**config.mk**
```make
export PLATFORM = sky130hd
export DESIGN_NAME = ptmr_top
export DESIGN_NICKNAME = d
export VERILOG_FILES = /design/src/pkg/ptmr_pkg.sv /design/src/verilog/ptmr_pin_sync.sv /design/src/verilog/ptmr_prescale.sv /design/src/verilog/ptmr_top.sv
export SDC_FILE = /design/constraint.sdc
export NUM_CORES = 1
export LEC_CHECK = 0
export BUFFER_PORTS_ARGS = -buffer_cell sky130_fd_sc_hd__buf_2
export CAP_MARGIN = 20
export CELL_PAD_IN_SITES_DETAIL_PLACEMENT = 0
export CELL_PAD_IN_SITES_GLOBAL_PLACEMENT = 2
export CORE_ASPECT_RATIO = 0.5
export CORE_UTILIZATION = 41
export CTS_CLUSTER_DIAMETER = 40
export DETAILED_ROUTE_END_ITERATION = 8
export HOLD_SLACK_MARGIN = 0.06
export PLACE_DENSITY = 0.82
export SLEW_MARGIN = 10
export SYNTH_ARGS = -nofsm -noshare
export SYNTH_HDL_FRONTEND = slang
export SYNTH_HIERARCHICAL = 1
export SYNTH_SLANG_ARGS = --single-unit
```
**constraint.sdc**
```tcl
create_clock -name ref_clk -period 3.9 [get_ports ref_clk]
set_input_delay 0.195 -clock ref_clk [delete_from_list [all_inputs] [get_ports ref_clk]]
set_output_delay 0.195 -clock ref_clk [all_outputs]
set_load 0.005 [all_outputs]
```
**src/pkg/ptmr_pkg.sv**
```systemverilog
// paired 16/32-bit timer: register map, field layouts, reset values
// Functional notes
// - pair-mode bit joins both timers to 32
// - pair mode ignores high control register
// - pair uses low clock/gate, high flag
// - 32-bit period is high:low period words
// - 32-bit count is high:low count words
// - run bit starts, stops the timer
// - idle-stop bit halts timer in idle
// - gate counts internal clock while pin high
// - prescale 1, 8, 64 or 256
// - clock source selects pin edges or internal
// - period match raises the timer flag
// - adc trigger only on second pair's high
// - every timer is a synchronous timer/counter
// - high control bits 3-2 unimplemented, read zero
// - count clears to zero on period match
package ptmr_pkg;
    localparam int          ADDR_W        = 4;
    localparam int          DATA_W        = 16;
    // register word offsets
    localparam logic [3:0]  REG_LO_CTRL   = 4'h0;
    localparam logic [3:0]  REG_HI_CTRL   = 4'h1;
    localparam logic [3:0]  REG_LO_PERIOD = 4'h2;
    localparam logic [3:0]  REG_HI_PERIOD = 4'h3;
    localparam logic [3:0]  REG_LO_COUNT  = 4'h4;
    localparam logic [3:0]  REG_HI_COUNT  = 4'h5;
    localparam logic [3:0]  REG_HOLD      = 4'h6;
    localparam logic [3:0]  REG_IRQ_STAT  = 4'h7;
    localparam logic [3:0]  REG_IRQ_MASK  = 4'h8;
    // writable bits of each control register
    localparam logic [15:0] LO_CTRL_WMASK = 16'hA07A;
    localparam logic [15:0] HI_CTRL_WMASK = 16'hA072;
    // reset values
    localparam logic [15:0] CTRL_RESET    = 16'h0000;
    localparam logic [15:0] COUNT_RESET   = 16'h0000;
    localparam logic [15:0] PERIOD_RESET  = 16'hFFFF;
    localparam logic [15:0] ZERO_WORD     = 16'h0000;
    localparam logic [15:0] ONE_WORD      = 16'h0001;
    localparam logic [31:0] ONE_DWORD     = 32'h0000_0001;
    // prescale encodings and divider terminal counts
    localparam logic [1:0]  PS_DIV1       = 2'h0;
    localparam logic [1:0]  PS_DIV8       = 2'h1;
    localparam logic [1:0]  PS_DIV64      = 2'h2;
    localparam logic [1:0]  PS_DIV256     = 2'h3;
    localparam logic [7:0]  PS_TERM1      = 8'h00;
    localparam logic [7:0]  PS_TERM8      = 8'h07;
    localparam logic [7:0]  PS_TERM64     = 8'h3F;
    localparam logic [7:0]  PS_TERM256    = 8'hFF;
    localparam logic [7:0]  PS_ZERO       = 8'h00;
    localparam logic [7:0]  PS_ONE        = 8'h01;
    // interrupt status / mask layout
    localparam int          IRQ_W         = 2;
    localparam int          IRQ_LO        = 0;
    localparam int          IRQ_HI        = 1;
    localparam logic [1:0]  IRQ_RESET     = 2'h0;

    // control register layout, bit 15 down to bit 0
    typedef struct packed {
        logic       timerRun;            // bit 15
        logic       rsv14;               // bit 14
        logic       idleStop;            // bit 13
        logic [5:0] rsv12to7;            // bits 12..7
        logic       gateAccumulateEnable; // bit 6
        logic [1:0] prescaleSelect;      // bits 5..4
        logic       pairModeSelect;      // bit 3, low timer only
        logic       rsv2;                // bit 2
        logic       clockSourceSelect;   // bit 1
        logic       rsv0;                // bit 0
    } ptmr_ctrl_t;

    // register bus request
    typedef struct packed {
        logic [ADDR_W-1:0] addr;
        logic [DATA_W-1:0] wrData;
        logic              wrStb;
        logic              rdStb;
    } ptmr_bus_t;
endpackage

```
**src/verilog/ptmr_pin_sync.sv**
```systemverilog
// two-flop synchroniser with rising edge detect for one timer pin
`timescale 1ns/100ps
`default_nettype none
module ptmr_pin_sync
    import ptmr_pkg::*;
(
    input  wire logic ref_clk,
    input  wire logic resetn,
    input  wire logic pinIn,
    output logic      level,
    output logic      rise
);
    // meta stage, sync stage, previous sync value
    typedef struct packed {
        logic meta;
        logic sync;
        logic last;
    } ptmr_sync_t;

    ptmr_sync_t state_ff;   // registered state
    ptmr_sync_t nxt_state;  // next state

    // meta is read only by sync
    always_comb begin
        nxt_state      = state_ff;
        nxt_state.meta = pinIn;
        nxt_state.sync = state_ff.meta;
        nxt_state.last = state_ff.sync;
    end

    // state register
    always_ff @(posedge ref_clk or negedge resetn) begin
        if (!resetn) begin
            state_ff <= '0;
        end else begin
            state_ff <= nxt_state;
        end
    end

    assign level = state_ff.sync;
    assign rise  = state_ff.sync & ~state_ff.last;
endmodule
`default_nettype wire

```
**src/verilog/ptmr_prescale.sv**
```systemverilog
// input clock prescaler: passes one tick in 1, 8, 64 or 256
`timescale 1ns/100ps
`default_nettype none
module ptmr_prescale
    import ptmr_pkg::*;
(
    input  wire logic       ref_clk,
    input  wire logic       resetn,
    input  wire logic       tickIn,
    input  wire logic       clear,
    input  wire logic [1:0] prescaleSel,
    output logic            tickOut
);
    typedef struct packed {
        logic [7:0] cnt;    // ticks seen since last output
    } ptmr_ps_t;

    ptmr_ps_t   state_ff;   // registered state
    ptmr_ps_t   nxt_state;  // next state
    logic [7:0] term;       // terminal count for ratio

    // ratio decode
    always_comb begin
        unique case (prescaleSel)
            PS_DIV1:   term = PS_TERM1;
            PS_DIV8:   term = PS_TERM8;
            PS_DIV64:  term = PS_TERM64;
            PS_DIV256: term = PS_TERM256;
        endcase
    end

    // counter; clear keeps a stopped timer from carrying a partial count
    always_comb begin
        nxt_state = state_ff;
        if (clear) begin
            nxt_state.cnt = PS_ZERO;
        end else if (tickIn) begin
            nxt_state.cnt = (state_ff.cnt >= term) ? PS_ZERO : state_ff.cnt + PS_ONE;
        end
    end

    // state register
    always_ff @(posedge ref_clk or negedge resetn) begin
        if (!resetn) begin
            state_ff <= '0;
        end else begin
            state_ff <= nxt_state;
        end
    end

    assign tickOut = tickIn & ~clear & (state_ff.cnt >= term);
endmodule
`default_nettype wire

```
**src/verilog/ptmr_top.sv**
```systemverilog
// one timer pair: two 16-bit timers or one joined 32-bit timer
`timescale 1ns/100ps
`default_nettype none
module ptmr_top
    import ptmr_pkg::*;
#(
    parameter bit ADC_TRIG_EN = 1'b0  // set only on the second pair
)(
    input  wire logic              ref_clk,
    input  wire logic              resetn,
    input  wire logic [ADDR_W-1:0] addr,
    input  wire logic [DATA_W-1:0] wrData,
    input  wire logic              wrStb,
    input  wire logic              rdStb,
    output logic      [DATA_W-1:0] rdData,
    input  wire logic              cpuIdle,
    input  wire logic              lowTimerClkPin,
    input  wire logic              highTimerClkPin,
    output logic                   irq,
    output logic                   lowMatch,
    output logic                   pairInterruptFlag,
    output logic                   adcTrigger
);
    // all block state
    typedef struct packed {
        ptmr_ctrl_t        loCtrl;      // low timer control
        ptmr_ctrl_t        hiCtrl;      // high timer control
        logic [15:0]       loPeriod;    // low period word
        logic [15:0]       hiPeriod;    // high period word
        logic [15:0]       loCount;     // low count word
        logic [15:0]       hiCount;     // high count word
        logic [15:0]       hold;        // upper count hold
        logic [IRQ_W-1:0]  status;      // sticky match flags
        logic [IRQ_W-1:0]  mask;        // interrupt mask
        logic [DATA_W-1:0] rdData;      // read answer
        logic              loMatch;     // low match pulse
        logic              hiMatch;     // high/pair match pulse
        logic              adcTrig;     // adc trigger pulse
    } ptmr_state_t;

    ptmr_state_t state_ff;   // registered state
    ptmr_state_t nxt_state;  // next state
    ptmr_bus_t   bus;        // bundled request

    logic loPinLevel;        // synchronised low pin
    logic loPinRise;         // low pin rising edge
    logic hiPinLevel;        // synchronised high pin
    logic hiPinRise;         // high pin rising edge
    logic pairMode;          // timers joined
    logic loActive;          // low timer may count
    logic hiActive;          // high timer may count
    logic loRaw;             // low timer input clock
    logic hiRaw;             // high timer input clock
    logic loTick;            // prescaled low tick
    logic hiTick;            // prescaled high tick
    logic [31:0] count32;    // joined count
    logic [31:0] period32;   // joined period
    logic [IRQ_W-1:0] setFlags; // events this cycle
    logic [IRQ_W-1:0] clrFlags; // software clears

    assign bus.addr   = addr;
    assign bus.wrData = wrData;
    assign bus.wrStb  = wrStb;
    assign bus.rdStb  = rdStb;

    // pins cross into ref_clk before use
    ptmr_pin_sync u_lo_sync (
        .ref_clk (ref_clk),
        .resetn  (resetn),
        .pinIn   (lowTimerClkPin),
        .level   (loPinLevel),
        .rise    (loPinRise)
    );

    ptmr_pin_sync u_hi_sync (
        .ref_clk (ref_clk),
        .resetn  (resetn),
        .pinIn   (highTimerClkPin),
        .level   (hiPinLevel),
        .rise    (hiPinRise)
    );

    // mode decode
    assign pairMode = state_ff.loCtrl.pairModeSelect;

    // run gating: run bit, and idle halts only with idle-stop set
    always_comb begin
        loActive = state_ff.loCtrl.timerRun
                 & ~(cpuIdle & state_ff.loCtrl.idleStop);
        // the high control register has no say once joined
        hiActive = ~pairMode & state_ff.hiCtrl.timerRun
                 & ~(cpuIdle & state_ff.hiCtrl.idleStop);
    end

    // input clock select; gate only meaningful on the internal clock
    always_comb begin
        if (state_ff.loCtrl.clockSourceSelect) begin
            loRaw = loPinRise;
        end else if (state_ff.loCtrl.gateAccumulateEnable) begin
            loRaw = loPinLevel;
        end else begin
            loRaw = 1'b1;
        end
        if (state_ff.hiCtrl.clockSourceSelect) begin
            hiRaw = hiPinRise;
        end else if (state_ff.hiCtrl.gateAccumulateEnable) begin
            hiRaw = hiPinLevel;
        end else begin
            hiRaw = 1'b1;
        end
    end

    // low prescaler also drives the joined timer
    ptmr_prescale u_lo_ps (
        .ref_clk     (ref_clk),
        .resetn      (resetn),
        .tickIn      (loRaw & loActive),
        .clear       (~loActive),
        .prescaleSel (state_ff.loCtrl.prescaleSelect),
        .tickOut     (loTick)
    );

    ptmr_prescale u_hi_ps (
        .ref_clk     (ref_clk),
        .resetn      (resetn),
        .tickIn      (hiRaw & hiActive),
        .clear       (~hiActive),
        .prescaleSel (state_ff.hiCtrl.prescaleSelect),
        .tickOut     (hiTick)
    );

    // joined views of count and period
    assign count32  = {state_ff.hiCount, state_ff.loCount};
    assign period32 = {state_ff.hiPeriod, state_ff.loPeriod};

    // software clear of sticky flags, write-one-to-clear
    always_comb begin
        clrFlags = '0;
        if (bus.wrStb && bus.addr == REG_IRQ_STAT) begin
            clrFlags = bus.wrData[IRQ_W-1:0];
        end
    end

    // next-state logic: counting, matches, register bus
    always_comb begin
        nxt_state         = state_ff;
        setFlags          = '0;
        nxt_state.loMatch = 1'b0;
        nxt_state.hiMatch = 1'b0;
        nxt_state.adcTrig = 1'b0;
        nxt_state.rdData  = ZERO_WORD;

        // counting, only on prescaled ticks
        if (pairMode) begin
            if (loTick) begin
                if (count32 == period32) begin
                    // wrap to zero and keep going
                    nxt_state.loCount = COUNT_RESET;
                    nxt_state.hiCount = COUNT_RESET;
                    setFlags[IRQ_HI]  = 1'b1;
                    nxt_state.hiMatch = 1'b1;
                    nxt_state.adcTrig = ADC_TRIG_EN;
                end else begin
                    // carry ripples from low word into high word
                    {nxt_state.hiCount, nxt_state.loCount} = count32 + ONE_DWORD;
                end
            end
        end else begin
            // independent low timer
            if (loTick) begin
                if (state_ff.loCount == state_ff.loPeriod) begin
                    nxt_state.loCount = COUNT_RESET;
                    setFlags[IRQ_LO]  = 1'b1;
                    nxt_state.loMatch = 1'b1;
                end else begin
                    nxt_state.loCount = state_ff.loCount + ONE_WORD;
                end
            end
            // independent high timer
            if (hiTick) begin
                if (state_ff.hiCount == state_ff.hiPeriod) begin
                    nxt_state.hiCount = COUNT_RESET;
                    setFlags[IRQ_HI]  = 1'b1;
                    nxt_state.hiMatch = 1'b1;
                    nxt_state.adcTrig = ADC_TRIG_EN;
                end else begin
                    nxt_state.hiCount = state_ff.hiCount + ONE_WORD;
                end
            end
        end

        // register writes; a count write beats a same-cycle tick
        if (bus.wrStb) begin
            unique case (bus.addr)
                REG_LO_CTRL: begin
                    // unimplemented bits stay zero
                    nxt_state.loCtrl = ptmr_ctrl_t'(bus.wrData & LO_CTRL_WMASK);
                end
                REG_HI_CTRL: begin
                    // no pair bit here; bits 3-2 stay zero
                    nxt_state.hiCtrl = ptmr_ctrl_t'(bus.wrData & HI_CTRL_WMASK);
                end
                REG_LO_PERIOD: begin
                    nxt_state.loPeriod = bus.wrData;
                end
                REG_HI_PERIOD: begin
                    nxt_state.hiPeriod = bus.wrData;
                end
                REG_LO_COUNT: begin
                    nxt_state.loCount = bus.wrData;
                end
                REG_HI_COUNT: begin
                    nxt_state.hiCount = bus.wrData;
                end
                REG_IRQ_MASK: begin
                    nxt_state.mask = bus.wrData[IRQ_W-1:0];
                end
                default: begin
                    // status handled apart; others ignored
                end
            endcase
        end

        // sticky flags: a set in the clearing cycle survives
        nxt_state.status = (state_ff.status & ~clrFlags) | setFlags;

        // reads answer in the next cycle; unmapped reads give zero
        if (bus.rdStb) begin
            unique case (bus.addr)
                REG_LO_CTRL: begin
                    nxt_state.rdData = state_ff.loCtrl;
                end
                REG_HI_CTRL: begin
                    nxt_state.rdData = state_ff.hiCtrl;
                end
                REG_LO_PERIOD: begin
                    nxt_state.rdData = state_ff.loPeriod;
                end
                REG_HI_PERIOD: begin
                    nxt_state.rdData = state_ff.hiPeriod;
                end
                REG_LO_COUNT: begin
                    nxt_state.rdData = state_ff.loCount;
                    // snapshot upper word so a later hold read matches
                    if (pairMode) begin
                        nxt_state.hold = state_ff.hiCount;
                    end
                end
                REG_HI_COUNT: begin
                    nxt_state.rdData = state_ff.hiCount;
                end
                REG_HOLD: begin
                    nxt_state.rdData = state_ff.hold;
                end
                REG_IRQ_STAT: begin
                    nxt_state.rdData = {{(DATA_W-IRQ_W){1'b0}}, state_ff.status};
                end
                REG_IRQ_MASK: begin
                    nxt_state.rdData = {{(DATA_W-IRQ_W){1'b0}}, state_ff.mask};
                end
                default: begin
                    nxt_state.rdData = ZERO_WORD;
                end
            endcase
        end
    end

    // state register; everything starts stopped, 16-bit, internal clock
    always_ff @(posedge ref_clk or negedge resetn) begin
        if (!resetn) begin
            state_ff.loCtrl   <= ptmr_ctrl_t'(CTRL_RESET);
            state_ff.hiCtrl   <= ptmr_ctrl_t'(CTRL_RESET);
            state_ff.loPeriod <= PERIOD_RESET;
            state_ff.hiPeriod <= PERIOD_RESET;
            state_ff.loCount  <= COUNT_RESET;
            state_ff.hiCount  <= COUNT_RESET;
            state_ff.hold     <= COUNT_RESET;
            state_ff.status   <= IRQ_RESET;
            state_ff.mask     <= IRQ_RESET;
            state_ff.rdData   <= ZERO_WORD;
            state_ff.loMatch  <= 1'b0;
            state_ff.hiMatch  <= 1'b0;
            state_ff.adcTrig  <= 1'b0;
        end else begin
            state_ff <= nxt_state;
        end
    end

    // outputs; irq is a level while any unmasked flag is set
    assign rdData            = state_ff.rdData;
    assign irq               = |(state_ff.status & state_ff.mask);
    assign lowMatch          = state_ff.loMatch;
    assign pairInterruptFlag = state_ff.status[IRQ_HI];
    assign adcTrigger        = state_ff.adcTrig;
endmodule
`default_nettype wire
```
==> flow_summary.ini, run 1 <==
[finish]
diodes = 0
layout_commonest_cell = dfrtp_1
final_core_util_pct = 47.7
final_nets = 817
final_cells = 1046
layout-drive-gt1-share_pct = 19.8
area_delta_synth_final_pct = 11.6
layout_common_cells = dfrtp_1, mux2_1, nand2_1, buf_2, xnor2_1

[yosys]
syn-cell-area_sq_um = 8030
ys_async_sr_fraction_pct = 100
yosysSeqAreaShare_pct = 42.9
syn_inst = 765
ys_seq_elements = 136
synth.avg_cell_area_sq_um = 10.5
syn_nets = 808
synth_edf_count = 0
synth_cell_type_count = 64
synth_top_area_share_pct = 32.4
synth_area_leader_cell = dfrtp_1
yosys_warnings = 6
ys_top_cells_by_area = dfrtp_1, dfstp_2, mux2_1, xnor2_1, xor2_1
synthFlopType = dfrtp_1

[placed_design]
placed_cells = 1009
place_congestion = 0.818
dpl.hpwl_um = 15300
dp_slack_ns = 0.385
portBuffers = 45

[cts]
htree_num_levels = 4
clkSinkCount = 136
clock_path_buffers = 2
clkTransAtPathRegs_ns = 0.06
cts_tree = yes
insertion_delay_ns = 0.43
cts_root_buffer = clkbuf_16
numCtsBuffers = 17

[drt]
drc = 0
wirelength_um = 22500
num_vias = 6226
wl_per_cell_um = 21.5
postRouteAntennaNets = 0
drtIter0Drc = 486
first_pass_iters = 7
via_per_inst = 5.95

[setup_path]
cp.required_ns = 4.23
start_kind = register
path_class = register to register
cp-end-kind = register
worst-path-max-fanout = 12
critPathArrivalTime_ns = 3.88

[power]
p_leak_nw = 3.68
p_per_area_nw_per_um2 = 556
seqPwrFrac_pct = 44.2
power_switching_mw = 1.67
netSwitchingFraction_pct = 33.5
p_clk_share_pct = 34.9
internal_power_mw = 3.31
combPwrFrac_pct = 20.9
peakVddDrop_mv = 0.390
total_power_mw = 4.98

[floorplan]
start_util_pct = 42.7
die-width_um = 200
core_sq_um = 18800
num_io_pins = 47
die_y_um = 101
die-area_sq_um = 20200
placementRows = 35

[timing]
slew_violations = 0
rsz0062_at_grt = false
max_freq_mhz = 281
tns_ns = 0
setup_viol = 0
worstMarginPinSlew_ns = 1.09
fin_skew_ns = 0.0105
fin_crit_sh_pct = 91.1
min_period_ns = 3.55
setup_ws_ns = 0.345
maxSlewHeadroom_pct = 27.5
hold_viol = 0

[global_route]
antenna_found_initial = 0
grt_pass1_wl_um = 36400
grt_pass1_vias = 6250
grtUsageTotal_pct = 24.0
overflow = 0
grt_start_max_net_pins = 86

[flow_run]
cap_violations = 0

[status]
outcome = complete, no violations

[hold_path]
hold_class = input pin to register
==> power groups by stage <==
stage	logic (mW)	registers [mW]	clock network (mW)
global route	1.15	2.25	1.82
floorplan	0.975	1.91	0
global placement	1.01	2.21	0
finish	1.04	2.20	1.74
detailed placement	1.02	2.22	0
CTS	1.04	2.20	1.75
==> repair_timing <==
item	4_1_cts	5_1_grt
endpoints found under the hold margin	65	0
resized for setup	0	0
hold buffers	5	0
buffers inserted	0	0
==> final timing paths <==
| check | cells after the start | to | from | slack [ns] |
|---|---|---|---|---|
| setup / recovery | 13 | count32[28] | state_ff[124] | 0.35 |
| hold / removal | 3 | count32[7] | wrData[7] | 0.07 |
| setup reg to reg | 13 | count32[28] | state_ff[124] | 0.35 |
| hold reg to reg | 0 | u_lo_sync/level | u_lo_sync/nxt_state[1] | 0.35 |
| max in group asynchronous | 3 | period32[5] | resetn | 2.52 |
| min in group asynchronous | 2 | count32[27] | resetn | 0.43 |
==> cells in the mapped netlist (all sizes together) (4+ instances only) <==
| cell type | number |
|---|---|
| dfstp | 32 |
| a222oi | 14 |
| nor4 | 9 |
| nand4 | 18 |
| mux2 | 64 |
| xnor2 | 39 |
| inv | 11 |
| a21oi | 23 |
| xor2 | 37 |
| a221oi | 4 |
| nand2 | 56 |
| o221ai | 4 |
| a31oi | 16 |
| dfrtp | 104 |
| ha | 16 |
| nor3 | 8 |
| o31ai | 29 |
| nand3 | 24 |
| nor3b | 4 |
| buf | 53 |
| o21ai | 12 |
| nor2b | 5 |
| and3 | 15 |
| a22oi | 36 |
| nand2b | 20 |
| clkbuf | 23 |
| o2111ai | 16 |
| nor2 | 37 |
==> kinds of logic (layout without fill, tap and decap cells) <==
kind of cell / after synthesis / count (layout) / synth area share [%]
AOI/OAI and AO/OA: 171 / 171 / 16.6
xor gates and xnor gates: 76 / 76 / 8.29
adders and majority gates: 16 / 16 / 2.49
buffers and inverters: 87 / 109 / 5.88
DFF: 136 / 136 / 42.9
muxes: 66 / 66 / 9.23
other: 1 / 1 / 0.0467
and+or+nand+nor: 212 / 212 / 14.6
==> registers in the layout, summed over array words and instances (netlist names) <==
signal	flops
u_lo_sync/nxt_state	1
u_lo_sync/level	1
rdData	16
u_hi_sync/level	1
lowMatch	1
period32	32
u_hi_ps/state_ff	8
u_lo_sync/state_ff	1
pairInterruptFlag	1
u_hi_sync/state_ff	1
pairMode	1
u_lo_ps/state_ff	8
state_ff	31
count32	32
u_hi_sync/nxt_state	1
==> layout make-up <==
cell class                 count  area, sq um
timing repair buffer          66          402
clock inverter                12          178
clock buffer                  20          447
fill                        1767         9830
inverter                      11         41.3
sequential                   136         3440
multi-input combinational    542         4120
tap                          259          324
==> worst max-delay path: stages, from the launching register on <==
cell	delay [ns]
dfrtp_1	0.43
nand2_1	0.12
ha_1	0.36
and3_4	0.21
nand2_1	0.24
o21ai_0	0.23
and3b_1	0.46
nand4_1	0.21
nor4_4	0.21
buf_4	0.20
nand2_2	0.09
or3_1	0.35
xor2_1	0.16
o31ai_2	0.18
==> routing by layer <==
layer / track usage [%] / wire (um) / vias up
met5: 0 / 0 / -
met1: 34.7 / 11000 / 3188
met2: 36.6 / 10100 / 172
met3: 3.91 / 1150 / 32
met4: 7.57 / 334 / 0
li1: - / - / 2834
==> stage by stage <==
step,cell area (sq um),hold WS [ns]
after floorplan,8030,-0.101
after global placement,8280,0.305
after detailed placement,8280,0.308
after CTS,8960,0.0714
after global routing,8960,0.0788
final,8960,0.0699
No activity file was read; power rests on OpenSTA's default activity.
==> run 2, diff against run 1 <==
--- a/config.mk
+++ b/config.mk
@@ -10,7 +10,7 @@
 export CELL_PAD_IN_SITES_DETAIL_PLACEMENT = 0
 export CELL_PAD_IN_SITES_GLOBAL_PLACEMENT = 2
 export CORE_ASPECT_RATIO = 0.5
-export CORE_UTILIZATION = 41
+export CORE_UTILIZATION = 40
 export CTS_CLUSTER_DIAMETER = 40
 export DETAILED_ROUTE_END_ITERATION = 8
 export HOLD_SLACK_MARGIN = 0.06
@@ -18,5 +18,4 @@
 export SLEW_MARGIN = 10
 export SYNTH_ARGS = -nofsm -noshare
 export SYNTH_HDL_FRONTEND = slang
-export SYNTH_HIERARCHICAL = 1
 export SYNTH_SLANG_ARGS = --single-unit
==> run 2 against run 1 <==
Compared with the run above: routed wire length grew 13%; die area grew 2.9%; largest cell class unchanged; register-to-register slack improved by 0.59 ns; synthesized cell count rose by 7.7%; final cell count is 7.5% higher.
==> flow_summary.ini, run 2 <==
[hold_path]
hold_class = input pin to register

[power]
p_per_area_nw_per_um2 = 539
total_power_mw = 4.88
p_leak_nw = 3.74
peakVddDrop_mv = 0.336

[yosys]
syn-cell-area_sq_um = 8060
synth_simple_gate_area_share_pct = 16.4
yosys.area_share.xor_xnor_pct = 5.32
yosysSeqAreaShare_pct = 42.7
ys_seq_elements = 136
synth_edf_count = 0
synth_top_area_share_pct = 32.3
synth_top_family_by_area = compound AO/OA/AOI/OAI gates
synth.mux.area_fraction_pct = 9.87
synthAdderAreaFrac_pct = 2.48
synth.avg_cell_area_sq_um = 9.78
synthFlopType = dfrtp_1
synth_common_cells = dfrtp_1, nand2_1, mux2_2, nor2_1, o21ai_0
yosys_warnings = 0
synth_compound_area_share_pct = 17.9
syn_inst = 824
synth_cell_type_count = 73
ys_async_sr_fraction_pct = 100
ys_top_cells_by_area = dfrtp_1, dfstp_2, mux2_2, o21ai_0, nand2_1
syn_nets = 867
synth.most_common_cell = dfrtp_1
synth_area_leader_cell = dfrtp_1

[timing]
setup_ws_ns = 0.935
fin_skew_ns = 0.0116
max_freq_mhz = 337
fin_crit_sh_pct = 76.0
min_period_ns = 2.96
tns_ns = 0
setup_viol = 0
hold_viol = 0
slew_violations = 0
worstMarginPinSlew_ns = 1.07
rsz0062_at_grt = false
maxSlewHeadroom_pct = 28.5

[global_route]
overflow = 0
grt_pass1_wl_um = 39500
grtUsageTotal_pct = 25.8
antenna_found_initial = 1
grt_pass1_vias = 6439
grt_start_max_net_pins = 90

[placed_design]
place_congestion = 0.863
dp_slack_ns = 0.969
portBuffers = 45
dpl.hpwl_um = 17900

[drt]
drtIter0Drc = 500
first_pass_iters = 5
via_per_inst = 5.92
num_vias = 6653
drc = 0
postRouteAntennaNets = 0
wl_per_cell_um = 22.6
wirelength_um = 25400

[cts]
clkTransAtPathRegs_ns = 0.06
cts_root_buffer = clkbuf_16
cts_resized = 0
insertion_delay_ns = 0.43
numCtsBuffers = 17
clkSinkCount = 136
clock_path_buffers = 2
postCtsSetupRepairBufs = 0
cts_tree = yes
htree_num_levels = 4

[floorplan]
die-area_sq_um = 20800
num_io_pins = 47
die-width_um = 203
die_y_um = 102
core_sq_um = 19600
placementRows = 36
start_util_pct = 41.1

[status]
outcome = complete, no violations

[setup_path]
cp-end-kind = register
cp.required_ns = 4.18
start_kind = register
critPathArrivalTime_ns = 3.24
path_class = register to register
worst-path-max-fanout = 14

[finish]
diodes = 0
nFillCells = 1904
area_delta_synth_final_pct = 12.4
layout-drive-gt1-share_pct = 25.6
final_nets = 889
layout_common_cells = dfrtp_1, nand2_1, mux2_2, nor2_1, o21ai_0
layout_commonest_cell = dfrtp_1

[flow_run]
cap_violations = 0
## run 2: kinds of logic (layout without fill, tap and decap cells)
kind of cell               after synthesis  count (layout)
and+or+nand+nor                        255             255
AOI/OAI and AO/OA                      210             210
DFF                                    136             136
buffers and inverters                   86             120
muxes                                   71              71
xor gates and xnor gates                49              49
adders and majority gates               16              16
other                                    1               1
## run 2: layer usage
layer | vias to the layer above | part of all wire (%) | global-route usage [%]
met5 | - | 0 | 0
met4 | 0 | 1.4 | 7.52
met3 | 28 | 6.7 | 5.96
li1 | 3057 | - | -
met1 | 3350 | 49 | 37.9
met2 | 218 | 43 | 37.6
## run 2: report_power, final
part / switching, mW / internal (mW)
combinational: 0.634 / 0.519
clock: 0.614 / 0.971
sequential: 0.402 / 1.74
## run 2: timing repair
item,4_1_cts,5_1_grt
endpoints found under the setup margin,0,0
endpoints found under the hold margin,77,0
hold buffers,5,0
## run 2: final timing paths
kind,startpoint,endpoint,slack (ns),depth (start not counted)
worst max-delay path,state_ff[124],count32[7],0.94,9
worst min-delay path,wrData[10],count32[10],0.09,3
worst max register to register,state_ff[124],count32[7],0.94,9
worst min register to register,u_lo_sync.nxt_state[1],u_lo_sync.level,0.35,0
max in group asynchronous,resetn,period32[1],2.52,3
min in group asynchronous,resetn,u_lo_ps.state_ff[7],0.43,2
## run 2: critical path, stage by stage, from the launching register on
cell	delay, ns
dfrtp_1	0.44
nor2_1	0.17
ha_1	0.24
or2_2	0.28
o221ai_1	0.18
a21o_1	0.46
a21o_1	0.53
nor2_1	0.20
a22oi_1	0.21
o21ai_0	0.09
## run 2: final cells by class
cell class	count	area (sq um)	share of cell area, %
multi-input combinational	602	4190	46.3
sequential	136	3440	38.0
timing repair buffer	76	477	5.26
clock buffer	24	472	5.21
tap	266	333	3.67
clock inverter	7	96.3	1.06
inverter	13	48.8	0.539
## run 2: per-stage QoR
step / hold slack, ns / area [sq um] / std cells / utilization, %
finish: 0.0910 / 9060 / 1124 / 46.2
global route: 0.0812 / 9060 / 1124 / 46.2
detailed placement: 0.305 / 8440 / 1088 / 43.1
floorplan: -0.101 / 8060 / 824 / -
CTS: 0.0723 / 9060 / 1124 / 46.2
global placement: 0.303 / 8440 / 1088 / 43.1
==> run 3, diff against run 2 <==
==> constraint.sdc (replaced) <==
create_clock -name ref_clk -period 3 [get_ports ref_clk]
set_input_delay 0.15 -clock ref_clk [delete_from_list [all_inputs] [get_ports ref_clk]]
set_output_delay 0.15 -clock ref_clk [all_outputs]
set_load 0.005 [all_outputs]
==> run 3 against run 2 <==
Compared with the run above: sequential share of layout area decreased by 1.2 points; global-route usage rose by 0.079 points; first-iteration DRC count grew 14%; via count up 2.8%; final area increased by 3.2%; clock power increased by 36%; flip-flop and latch count is the same; final cell count rose by 2.9%; power increased by 34%; non-clock buffer count rose by 32; sequential power increased by 27%; worst setup slack worse by 0.70 ns; critical path type unchanged; largest cell class unchanged; largest power group unchanged; highest routed layer unchanged.
==> flow_summary.ini, run 3 (synthesis gave the netlist of run 2 again) <==
[status]
outcome = complete, no violations

[drt]
wirelength_um = 25900
drtIter0Drc = 570
wl_per_cell_um = 22.4
postRouteAntennaNets = 0
via_per_inst = 5.91
drc = 0
first_pass_iters = 6
num_vias = 6841

[cts]
clock_path_buffers = 2
numCtsBuffers = 17
clkSinkCount = 136
cts_root_buffer = clkbuf_16
insertion_delay_ns = 0.43
cts_tree = yes
htree_num_levels = 4
clkTransAtPathRegs_ns = 0.07

[placed_design]
place_congestion = 0.900
dpl.hpwl_um = 18700
placed_cells = 1110
portBuffers = 45

[setup_path]
worst-path-max-fanout = 8
start_kind = register
critPathArrivalTime_ns = 3.09
path_class = register to register
cp-end-kind = register
cp.required_ns = 3.32

[timing]
hold_viol = 0
fin_skew_ns = 0.0121
min_period_ns = 2.76
max_freq_mhz = 362
setup_viol = 0
tns_ns = 0
rsz0062_at_grt = false
maxSlewHeadroom_pct = 42.5
slew_violations = 0
worstMarginPinSlew_ns = 0.860
fin_crit_sh_pct = 92.2

[global_route]
grt_start_max_net_pins = 69
grt_pass1_vias = 6479
grtUsageTotal_pct = 25.9
grt_pass1_wl_um = 39500
overflow = 0
antenna_found_initial = 0

[finish]
final_cells = 1157
diodes = 0
final_nets = 921
area_delta_synth_final_pct = 16.0
layout-drive-gt1-share_pct = 28.3
layout_common_cells = dfrtp_1, nand2_1, mux2_2, nor2_1, o21ai_0
layout_commonest_cell = dfrtp_1

[floorplan]
start_util_pct = 41.1
placementRows = 36
num_io_pins = 47
die-width_um = 203
die_y_um = 102
core_sq_um = 19600
die-area_sq_um = 20800

[flow_run]
cap_violations = 0

[power]
p_per_area_nw_per_um2 = 702
p_leak_nw = 3.92
peakVddDrop_mv = 0.357
total_power_mw = 6.56

[hold_path]
hold_class = input pin to register
run 3: cell types whose count changed in the layout (fill, tap and decap cells not counted), sizes merged:
cell,before,now
buf,71,97
dlygate4sd3,5,11
clkbuf,24,20
clkinv,2,6
bufinv,2,3
clkinvlp,3,2
inv,13,14
run 3: path summary, 6_finish.rpt:
check / startpoint / endpoint / slack, ns / cells past startpoint
min: wrData[9] / count32[25] / 0.06 / 3
min in group asynchronous: resetn / u_hi_sync.nxt_state[1] / 0.30 / 2
max in group asynchronous: resetn / period32[31] / 1.87 / 3
max reg2reg: state_ff[108] / count32[18] / 0.24 / 9
max: state_ff[108] / count32[18] / 0.24 / 9
min reg2reg: u_lo_sync.nxt_state[1] / u_lo_sync.level / 0.35 / 0
run 3: power breakdown:
part / internal, mW / leakage (nW) / switching [mW] / total, mW
clock network: 1.33 / 0.290 / 0.847 / 2.17
logic: 0.752 / 1.93 / 0.925 / 1.68
registers: 2.26 / 1.70 / 0.448 / 2.71
total: 4.34 / 3.92 / 2.22 / 6.56
run 3: critical path: stages, from the launching register on:
cell,delay (ns)
dfrtp_1,0.42
inv_1,0.11
ha_1,0.31
and4_1,0.25
a221oi_1,0.35
o21a_1,0.33
a21oi_2,0.21
a31oi_1,0.29
o221ai_1,0.14
o21ai_0,0.25
run 3: cell type report:
type / instances / area [sq um]
fillers: 1877 / 10200
multi-input cells: 602 / 4200
flip-flops and latches: 136 / 3440
repair buffers: 108 / 732
clock buffers: 20 / 447
well taps: 266 / 333
clock inverters: 12 / 151
inverters: 13 / 48.8
run 3: repair_timing:
| item | in CTS | in global routing |
|---|---|---|
| hold buffers | 10 | 1 |
| gates resized for setup | 0 | 2 |
| hold endpoints to repair | 66 | 1 |
| buffers inserted | 0 | 4 |
| setup endpoints to repair | 0 | 6 |
run 3: layer usage:
| metal | vias to the layer above | wire length (um) | track usage, % |
|---|---|---|---|
| met5 | - | 0 | 0 |
| met4 | 0 | 312 | 6.13 |
| met3 | 24 | 2270 | 7.78 |
| met2 | 257 | 11100 | 38.4 |
| met1 | 3457 | 12300 | 36.9 |
| li1 | 3103 | - | - |
run 3: per-stage QoR:
step                cell area, sq um  hold WS, ns  utilization, %  setup WS (ns)
finish                          9350       0.0622            47.7          0.235
global route                    9350       0.0744            47.7         0.0101
CTS                             9310       0.0601            47.5          0.101
detailed placement              8610        0.191            43.9         0.0988
global placement                8610        0.186            43.9          0.146
floorplan                       8060       -0.146               -          0.501
